<file path="src/shared/sadc_pkg.sv">
// shared constants and carrier types for the serial converter control block
package sadc_pkg;
	localparam int RESULT_W = 8;
	localparam int ADDR_W = 4;
	localparam int XFER_CLKS = 8;
	localparam int ADDR_CLKS = 4;
	localparam int CNT_W = 4;
	localparam logic [ADDR_W-1:0] SELFTEST_CH = 4'hb;
	localparam logic [RESULT_W-1:0] SAR_FIRST = 8'h80;
	localparam logic [RESULT_W-1:0] RESULT_RST = 8'h00;
	localparam logic [1:0] FILTER_RISES = 2'h2;
	localparam int CLK_MHZ = 20;
	localparam int CONV_TIME_NS = 20000;
	localparam int CONV_MAX_CYCLES = CONV_TIME_NS * CLK_MHZ / 1000;
	localparam int BIT_CYCLES_DEF = 16;
	localparam int SYSCLK_HALF_DEF = 4;

	typedef struct packed {
		logic cs_n;
		logic io_clk;
		logic addr;
	} sadc_host_t;

	typedef enum logic [3:0] {
		ST_IDLE = 4'h1,
		ST_ARM = 4'h2,
		ST_SHIFT = 4'h4,
		ST_DONE = 4'h8
	} sadc_state_t;
endpackage : sadc_pkg

</file>
<file path="src/rtl/sadc_control.sv">
// control logic of the 8-bit serial successive-approximation converter
// Notes on behaviour
// - serial clock, chip select, address in; one three-state data out.
// - twelve-way mux: eleven analog inputs or internal self-test voltage.
// - eight-bit result built by successive approximation.
// - sampling starts only when the host commands it over the port.
// - every conversion finishes within 20 us of its start.
// - end-of-conversion goes high when the result is ready.
// - after select falls, wait two rises and one fall of system clock.
// - data output floats whenever chip select is high.
// - data output floats at the falling edge of the eighth clock.
// - over-range reads all ones, under-range reads all zeros.
// - address bits are captured on rising serial clock edges.
`timescale 1ns/1ps
`default_nettype none
module sadc_control #(
	parameter int BIT_CYCLES = sadc_pkg::BIT_CYCLES_DEF,
	parameter int SYSCLK_HALF = sadc_pkg::SYSCLK_HALF_DEF
) (
	input wire logic clock, // 20 MHz block clock
	input wire logic arst_n, // asynchronous reset, active low
	input wire sadc_pkg::sadc_host_t host_pins, // raw host pins
	input wire logic cmp_high, // comparator: input at or above dac level
	output logic data_out, // serial result bit
	output logic data_oe, // high while data_out is driven
	output logic eoc, // end of conversion
	output logic [sadc_pkg::ADDR_W-1:0] mux_sel, // analog mux position
	output logic sample, // sample-and-hold tracking
	output logic [sadc_pkg::RESULT_W-1:0] dac_code // trial code to the comparator
);
	localparam int CONV_LIM = sadc_pkg::CONV_MAX_CYCLES;

	// two-flop synchronisers; only the second stage and later are read
	logic [3:0] sync1;
	logic [3:0] sync2;
	logic io_prev;
	always_ff @(posedge clock or negedge arst_n) begin
		if (!arst_n) begin
			sync1 <= 4'h9;
			sync2 <= 4'h9;
			io_prev <= 1'b0;
		end else begin
			sync1 <= {host_pins.cs_n, host_pins.io_clk, host_pins.addr, cmp_high};
			sync2 <= sync1;
			io_prev <= sync2[2];
		end
	end
	logic cs_s;
	logic io_s;
	logic addr_s;
	logic cmp_s;
	assign cs_s = sync2[3];
	assign io_s = sync2[2];
	assign addr_s = sync2[1];
	assign cmp_s = sync2[0];
	logic io_rise;
	logic io_fall;
	assign io_rise = io_s && !io_prev;
	assign io_fall = !io_s && io_prev;

	// free-running internal system clock
	logic [7:0] sys_div;
	logic sys_clk;
	always_ff @(posedge clock or negedge arst_n) begin
		if (!arst_n) begin
			sys_div <= 8'h00;
			sys_clk <= 1'b0;
		end else if (sys_div == 8'(SYSCLK_HALF - 1)) begin
			sys_div <= 8'h00;
			sys_clk <= !sys_clk;
		end else begin
			sys_div <= sys_div + 8'h01;
		end
	end
	logic sys_rise;
	logic sys_fall;
	assign sys_rise = (sys_div == 8'(SYSCLK_HALF - 1)) && !sys_clk;
	assign sys_fall = (sys_div == 8'(SYSCLK_HALF - 1)) && sys_clk;

	sadc_pkg::sadc_state_t state;
	logic [1:0] filt_rises;
	logic filt_fall;
	logic filt_ok;
	assign filt_ok = (filt_rises == sadc_pkg::FILTER_RISES) && filt_fall;

	// select filter: glitches shorter than the wait never open the port
	always_ff @(posedge clock or negedge arst_n) begin
		if (!arst_n) begin
			filt_rises <= 2'h0;
			filt_fall <= 1'b0;
		end else if (state != sadc_pkg::ST_ARM) begin
			filt_rises <= 2'h0;
			filt_fall <= 1'b0;
		end else begin
			if (sys_rise && filt_rises != sadc_pkg::FILTER_RISES)
				filt_rises <= filt_rises + 2'h1;
			if (sys_fall && filt_rises != 2'h0)
				filt_fall <= 1'b1;
		end
	end

	logic [sadc_pkg::CNT_W-1:0] rise_cnt;
	logic [sadc_pkg::CNT_W-1:0] fall_cnt;
	logic last_fall;
	logic conv_start;
	assign last_fall = (state == sadc_pkg::ST_SHIFT) && io_fall
		&& (fall_cnt == sadc_pkg::CNT_W'(sadc_pkg::XFER_CLKS - 1));
	assign conv_start = last_fall;

	// transfer sequencer; a new transfer needs select to go high again
	always_ff @(posedge clock or negedge arst_n) begin
		if (!arst_n) begin
			state <= sadc_pkg::ST_IDLE;
		end else if (cs_s) begin
			state <= sadc_pkg::ST_IDLE;
		end else begin
			case (state)
				sadc_pkg::ST_IDLE: state <= sadc_pkg::ST_ARM;
				sadc_pkg::ST_ARM: if (filt_ok) state <= sadc_pkg::ST_SHIFT;
				sadc_pkg::ST_SHIFT: if (last_fall) state <= sadc_pkg::ST_DONE;
				default: state <= sadc_pkg::ST_DONE;
			endcase
		end
	end

	logic [sadc_pkg::RESULT_W-1:0] result;
	logic [sadc_pkg::RESULT_W-1:0] out_sr;
	logic [sadc_pkg::ADDR_W-1:0] addr_sr;
	always_ff @(posedge clock or negedge arst_n) begin
		if (!arst_n) begin
			rise_cnt <= '0;
			fall_cnt <= '0;
			out_sr <= sadc_pkg::RESULT_RST;
			addr_sr <= '0;
		end else if (state != sadc_pkg::ST_SHIFT) begin
			rise_cnt <= '0;
			fall_cnt <= '0;
			out_sr <= result;
		end else begin
			if (io_rise && rise_cnt < sadc_pkg::CNT_W'(sadc_pkg::ADDR_CLKS)) begin
				addr_sr <= {addr_sr[sadc_pkg::ADDR_W-2:0], addr_s};
				rise_cnt <= rise_cnt + 1'b1;
			end
			if (io_fall) begin
				out_sr <= {out_sr[sadc_pkg::RESULT_W-2:0], 1'b0};
				fall_cnt <= fall_cnt + 1'b1;
			end
		end
	end
	assign data_out = out_sr[sadc_pkg::RESULT_W-1];
	assign data_oe = (state == sadc_pkg::ST_SHIFT) && !cs_s;

	// channel select; codes past the last input fall to the self-test source
	always_ff @(posedge clock or negedge arst_n) begin
		if (!arst_n)
			mux_sel <= sadc_pkg::SELFTEST_CH;
		else if (state == sadc_pkg::ST_SHIFT && rise_cnt == sadc_pkg::CNT_W'(sadc_pkg::ADDR_CLKS))
			mux_sel <= (addr_sr > sadc_pkg::SELFTEST_CH) ? sadc_pkg::SELFTEST_CH : addr_sr;
	end
	// tracking runs from the fourth address clock to the eighth falling edge
	assign sample = (state == sadc_pkg::ST_SHIFT)
		&& (rise_cnt == sadc_pkg::CNT_W'(sadc_pkg::ADDR_CLKS));

	// successive approximation; an input beyond either reference keeps or
	// drops every trial bit, giving all ones or all zeros
	logic conv_busy;
	logic [sadc_pkg::RESULT_W-1:0] trial;
	logic [7:0] step;
	logic step_end;
	logic conv_done;
	assign step_end = conv_busy && (step == 8'(BIT_CYCLES - 1));
	assign conv_done = step_end && trial[0];
	always_ff @(posedge clock or negedge arst_n) begin
		if (!arst_n) begin
			conv_busy <= 1'b0;
			trial <= '0;
			step <= 8'h00;
			dac_code <= sadc_pkg::RESULT_RST;
		end else if (conv_start) begin
			conv_busy <= 1'b1;
			trial <= sadc_pkg::SAR_FIRST;
			step <= 8'h00;
			dac_code <= sadc_pkg::SAR_FIRST;
		end else if (step_end) begin
			step <= 8'h00;
			trial <= trial >> 1;
			dac_code <= (cmp_s ? dac_code : (dac_code & ~trial)) | (trial >> 1);
			if (trial[0])
				conv_busy <= 1'b0;
		end else if (conv_busy) begin
			step <= step + 8'h01;
		end
	end

	always_ff @(posedge clock or negedge arst_n) begin
		if (!arst_n) begin
			result <= sadc_pkg::RESULT_RST;
			eoc <= 1'b1;
		end else if (conv_start) begin
			eoc <= 1'b0;
		end else if (conv_done) begin
			result <= cmp_s ? dac_code : (dac_code & ~trial);
			eoc <= 1'b1;
		end
	end

	// helper: age of the running conversion
	logic [15:0] conv_age;
	always_ff @(posedge clock or negedge arst_n) begin
		if (!arst_n)
			conv_age <= 16'h0000;
		else if (!conv_busy)
			conv_age <= 16'h0000;
		else
			conv_age <= conv_age + 16'h0001;
	end

	conv_bound_a: assert property (@(posedge clock) disable iff (!arst_n)
		conv_busy |-> conv_age < 16'(CONV_LIM))
		else $error("conversion exceeds its time limit");
	eoc_fall_a: assert property (@(posedge clock) disable iff (!arst_n)
		conv_start |=> !eoc && conv_busy)
		else $error("eoc not low after conversion start");
	eoc_low_hold_a: assert property (@(posedge clock) disable iff (!arst_n)
		conv_busy |=> !eoc || $past(conv_done))
		else $error("eoc rose before result stored");
	eoc_rise_a: assert property (@(posedge clock) disable iff (!arst_n)
		conv_done && !conv_start |=> eoc && !conv_busy)
		else $error("eoc not high after conversion");
	// the raw pin is watched so the synchroniser path is covered, not just the gate
	oe_select_a: assert property (@(posedge clock) disable iff (!arst_n)
		host_pins.cs_n |-> ##2 !data_oe)
		else $error("data driven while select high");
	oe_eighth_a: assert property (@(posedge clock) disable iff (!arst_n)
		last_fall |=> !data_oe [*3])
		else $error("data still driven after eighth clock");
	select_filter_a: assert property (@(posedge clock) disable iff (!arst_n)
		$rose(data_oe) |-> $past(filt_ok))
		else $error("port opened before select filter ran");
	mux_range_a: assert property (@(posedge clock) disable iff (!arst_n)
		$changed(mux_sel) |-> mux_sel <= sadc_pkg::SELFTEST_CH
			&& $past(state) == sadc_pkg::ST_SHIFT)
		else $error("mux position out of range or unsolicited");
	first_bit_a: assert property (@(posedge clock) disable iff (!arst_n)
		$rose(data_oe) |-> data_out == $past(result[sadc_pkg::RESULT_W-1]))
		else $error("first bit is not result msb");
	start_cmd_a: assert property (@(posedge clock) disable iff (!arst_n)
		$rose(conv_busy) |-> $past(io_fall) && $past(state == sadc_pkg::ST_SHIFT))
		else $error("conversion started without host command");
endmodule : sadc_control
`default_nettype wire

</file>
<file path="config.mk">
export PLATFORM = sky130hd
export DESIGN_NAME = sadc_control
export DESIGN_NICKNAME = d
export VERILOG_FILES = /design/src/shared/sadc_pkg.sv /design/src/rtl/sadc_control.sv
export SDC_FILE = /design/constraint.sdc
export NUM_CORES = 1
export LEC_CHECK = 0
export BUFFER_PORTS_ARGS = -buffer_cell sky130_fd_sc_hd__buf_2
export CAP_MARGIN = 40
export CORE_MARGIN = 1
export CORE_UTILIZATION = 55
export CTS_CLUSTER_SIZE = 8
export DETAILED_ROUTE_END_ITERATION = 8
export PLACE_DENSITY = 0.73
export SLEW_MARGIN = 20
export SYNTH_ARGS = -nofsm -noshare
export SYNTH_HDL_FRONTEND = slang
export SYNTH_SLANG_ARGS = --single-unit
</file>
<file path="constraint.sdc">
create_clock -name clock -period 3.7 [get_ports clock]
set_input_delay 0.37 -clock clock [delete_from_list [all_inputs] [get_ports clock]]
set_output_delay 0.37 -clock clock [all_outputs]
set_load 0.01 [all_outputs]
</file>
# Word level (Yosys, flattened, before mapping)
# Index checks and enable logic that the tools add are counted.
# totals
ff_bits	83
elab_cells	104
# op_classes
add_sub_neg	5
order_cmp	2
eq_ne	13
muxes	29
n_bitwise	5
n_reduce_logical	31
# op_table
operator	n
8-bit two-way mux	11
4-bit two-way mux	8
8-bit by 1-bit adder with 8-bit output, second input constant	2
2-bit nonzero test	8
1-bit logical AND	14
4-bit by 3-bit equality test with 1-bit output, second input constant	3
4-bit one-hot mux with 3 select lines	1
4-bit by 1-bit adder with 4-bit output, second input constant	2
8-bit AND	1
8-bit by 2-bit equality test with 1-bit output, second input constant	1
8-bit by 4-bit equality test with 1-bit output, second input constant	1
8-bit NOT	1
8-bit by 7-bit bitwise OR with 8-bit output	1
2-bit AND reduction	4
1-bit two-way mux	7
3-bit inequality test, second input constant	2
4-bit by 1-bit equality test with 1-bit output, second input constant	1
4-bit by 2-bit equality test with 1-bit output, second input constant	1
4-bit > comparator, second input constant	1
1-bit zero test	4
4-bit by 3-bit less-than comparator with 1-bit output, second input constant	1
2-bit two-way mux	2
4-bit by 2-bit inequality test with 1-bit output, second input constant	1
4-bit by 3-bit inequality test with 1-bit output, second input constant	1
5 further kinds	6

# Longest topological paths before layout
# depth
depth_word	7
ltp_mapped	7

# Least setup slack after synthesis
# OpenSTA, ideal clock, no wires.
# synth_timing
path_kind	reg-to-reg
from	register step[4]
to	register result[0] (netlist name)
setup_ps	79
arrival_time_ps	1797
required_time_ps	3621
path_slack_ps	1824
path_stages_with_launch	7
n_path_buf	2
cell_sequence	dfrtp_1 > or4_4 > or2_1 > buf_6 > nor3b_2 > buf_6 > mux2i_1
# synth_between
elab_chain_cells	4
# synth_rtl
element	line	source
from (decl)	sadc_control.sv:168	logic [7:0] step;
from (signal assigned)	sadc_control.sv:191	step <= step + 8'h01;
8-bit by 4-bit equality test with 1-bit output	sadc_control.sv:171	assign step_end = conv_busy && (step == 8'(BIT_CYCLES - 1));
1-bit logical AND	sadc_control.sv:171	
1-bit logical AND	sadc_control.sv:172	assign conv_done = step_end && trial[0];
2-bit AND reduction (no line)	n/a	
to (signal assigned)	sadc_control.sv:197	result <= sadc_pkg::RESULT_RST;
to (signal assigned)	sadc_control.sv:202	result <= cmp_s ? dac_code : (dac_code & ~trial);
to (decl)	sadc_control.sv:126	logic [sadc_pkg::RESULT_W-1:0] result;
# No other way between the ends.
# A chain may end at the register's enable or synchronous reset.

# Worst setup path after layout
# layout_timing
from	register state[1]
to	output sample
# layout_between
elab_chain_cells	2
# layout_rtl
element	line	source
from (decl)	sadc_control.sv:80	sadc_pkg::sadc_state_t state;
from (signal assigned)	sadc_control.sv:113	state <= sadc_pkg::ST_IDLE;
from (signal assigned)	sadc_control.sv:115	state <= sadc_pkg::ST_IDLE;
from (signal assigned)	sadc_control.sv:118	sadc_pkg::ST_IDLE: state <= sadc_pkg::ST_ARM;
4-bit by 3-bit equality test with 1-bit output	sadc_control.sv:161	assign sample = (state == sadc_pkg::ST_SHIFT)
1-bit logical AND	sadc_control.sv:162	&& (rise_cnt == sadc_pkg::CNT_W'(sadc_pkg::ADDR_CLKS));
to (decl)	sadc_control.sv:28	output logic sample,
# No other way between the ends.

==> impl_metrics.csv <==
group,metric,value,unit
power,power.density,415.0,nW/um2
outcome,status,"finished, final reports clean",
floorplan,die_width,81.96,um
routing,wl_per_cell,13.31,um
power,ir_worst_vdd,220.5,uV
floorplan,placementRows,28,
global_routing,grt_pass1_vias,2220,
floorplan,pin_count,22,
sta,slew_violations,0,
flow_run,cap_viol_max_count,0,
routing,met3_length,99,um
routing,drtIter0Drc,111,
placement,dp.cells,409,
hold_path,worstHoldPathType,"in -> reg",
synthesis,synthDominantCellAreaShare,0.5267,
clock_network,cts_root_buf,"clkbuf_8",
clock_network,cts_made_buffers,9,
power,p_switching,328.7,uW
placement,port_buffers,21,
clock_network,ctsResizeCount,0,
floorplan,start_util,0.5835,
global_routing,grt_util_all_layers,0.1991,
sta,grt_setup_unrepaired,"no",
global_routing,overflow,0,
sta,worst_pin_slew,0.8781,ns
power,pwr-share-comb,0.023,
synthesis,yosys.area.top_type,"dfrtp_1",
synthesis,synth-seq-cells,83,
routing,drc_errors,0,
setup_path,cp-start-kind,"flip-flop",
synthesis,netlist_area,3516,um2
routing,met1_length,2.828,mm
synthesis,synth.net_count,336,
sta,tns,0,ns
placement,dp_hpwl,3.755,mm
sta,max_freq,0.4142,GHz
floorplan,die_h,81.96,um
sta,fin_crit_sh,0.6525,
global_routing,antenna_found_initial,0,
synthesis,synth-seq-area-share,0.5940,
floorplan,dieArea,6717,um2
sta,hold_viol,0,
synthesis,ys.flop_type,"dfrtp_1",
routing,first_pass_iters,4,
setup_path,cp_max_fo,8,
setup_path,arrival,2.04,ns
setup_path,worst-setup-path-type,"reg -> out",
synthesis,synthArstFlopShare,1.000,
global_routing,grt_pass1_wl,9.942,mm
setup_path,endpoint_kind,"primary output",
synthesis,avgSynthCellArea,10.89,um2
setup_path,required,3.33,ns
power,intPower,1297,uW
routing,routed_wl,5.684,mm
layout,nets,360,
routing,vias,2262,
sta,max-slew-margin-rel,0.4063,
layout,drive_above_1_share,0.1619,
clock_network,cts_sinks,83,
sta,period_minus_slack,2.414,ns
synthesis,syn_inst,323,
power,p_leak,0.001788,uW
power,power_frac_seq,0.568,
routing,vias_per_cell,5.297,
routing,maxUsedRoutingLayer,"met4",
layout,antenna_cells,0,
power,clkPwrFrac,0.409,
synthesis,synth_warnings,0,
clock_network,clkTransAtPathRegs,0.08,ns
routing,met2_length,2.660,mm
global_routing,grt_start_max_net_pins,49,
synthesis,ys_types,39,
power,switching_share,0.2022,
floorplan,core,6026,um2
layout,area_growth,11.42,%
sta,setup_viol_count_final,0,
synthesis,synth-edff-count,0,
layout,fin_cells,427,
sta,clock_skew,0.008484,ns
routing,ant_nets,0,
synthesis,synthTopCellsByArea,"dfrtp_1, dfstp_2, mux2i_1",
clock_network,clockBufferDepth,2,
clock_network,ctsHtreeMaxLevel,3,
clock_network,insertion_delay,0.34,ns
placement,gp_congestion,0.7937,
clock_network,cts_tree,"built",
[synthesized netlist by cell type (4+ instances only)]
master and n:
nor2_1 25, dfrtp_1 74, nand2b_1 9, a21oi_1 27, clkbuf_1 8, inv_1 18
dfstp_2 9, xnor2_1 9, o21ai_0 23, nand3_1 6, xor2_1 5, nand2_1 38
ha_1 7, mux2_2 5, nand4_1 4, mux2i_1 18
[cell usage in the layout (no fill, tap or decap), types with 5 or more instances in the layout]
cell type  netlist  routed
dfrtp_1         74      74
nand2_1         38      38
a21oi_1         27      27
nor2_1          25      25
o21ai_0         23      23
buf_2            3      20
inv_1           18      18
mux2i_1         18      18
clkbuf_8         0      12
xnor2_1          9       9
nand2b_1         9       9
dfstp_2          9       9
ha_1             7       7
nand3_1          6       6
xor2_1           5       5
mux2_2           5       5
[worst paths after layout]
kind,start,to,slack [ns],cells past startpoint
max in group asynchronous,arst_n,sync2[0],2.54,3
max reg2reg,step[4],result[0],1.45,5
max,state[1],sample,1.29,4
min,cmp_high,sync1[0],0.12,1
min reg2reg,sync1[1],sync2[1],0.35,0
min in group asynchronous,arst_n,sync2[2],0.51,2
[worst max-delay path: stages (launching register included)]
cell and delay (ns):
dfrtp_1 0.44, nor4b_2 0.64, nand4b_1 0.38, inv_1 0.11, buf_2 0.13
[cell families after synthesis]
| family | count (synthesis) | share of synthesized area |
|---|---|---|
| simple gates | 110 | 0.1587 |
| flops | 83 | 0.5940 |
| compound gates | 55 | 0.08185 |
| mux | 23 | 0.06726 |
| fa+ha+maj | 7 | 0.02491 |
| buf+inv | 31 | 0.03843 |
| xor+xnor | 14 | 0.03488 |
[stage by stage]
| stage | area [um2] | total power [uW] | hold WS, ns | setup slack [ns] | utilization |
|---|---|---|---|---|---|
| finish | 3918 | 1626 | 0.1181 | 1.286 | 0.6501 |
| global route | 3918 | 1688 | 0.1004 | 1.041 | 0.6501 |
| CTS | 3910 | 1643 | 0.1062 | 1.098 | 0.6489 |
| detailed placement | 3692 | 979.4 | 0.3358 | 1.141 | 0.6127 |
| global placement | 3665 | 974.5 | 0.3334 | 1.204 | 0.6082 |
| floorplan | 3516 | 951.7 | 0.07441 | 1.824 | - |
[sequential cells by signal (all words and copies together) (netlist names)]
| signal | flops |
|---|---|
| sys_div | 8 |
| out_sr | 8 |
| rise_cnt | 4 |
| trial | 8 |
| conv_busy | 1 |
| sys_clk | 1 |
| sync2 | 4 |
| filt_rises | 2 |
| sync1 | 4 |
| result | 8 |
| addr_sr | 4 |
| fall_cnt | 4 |
| io_prev | 1 |
| filt_fall | 1 |
| mux_sel | 4 |
| state | 4 |
| step | 8 |
| eoc | 1 |
| dac_code | 8 |
[power by group through the flow]
stage,Combinational (uW),Sequential [uW],Clock (uW)
floorplan,12.7,939,0
global placement,33.9,941,0
detailed placement,38.5,941,0
CTS,39.5,923,681
global route,43.4,924,720
finish,37.5,923,665
[what timing repair did]
action / CTS / global route
endpoints found under the hold margin: 32 / 0
buffers inserted: 0 / 0
hold buffers: 1 / 0
[area by class of cell]
| class | instances | area [um2] |
|---|---|---|
| clock buffers | 14 | 172.7 |
| clock inverters | 2 | 35.03 |
| fillers | 505 | 2108 |
| inverters | 18 | 67.56 |
| multi-input cells | 209 | 1292 |
| flip-flops and latches | 83 | 2088 |
| well taps | 75 | 93.84 |
| repair buffers | 26 | 167.7 |
[routing by layer]
layer | up-vias | track usage
li1 | 1136 | -
met1 | 1096 | 0.2572
met2 | 21 | 0.3264
met3 | 9 | 0.03333
met4 | 0 | 0.09474
met5 | - | 0
No activity file was read; power rests on OpenSTA's default activity.
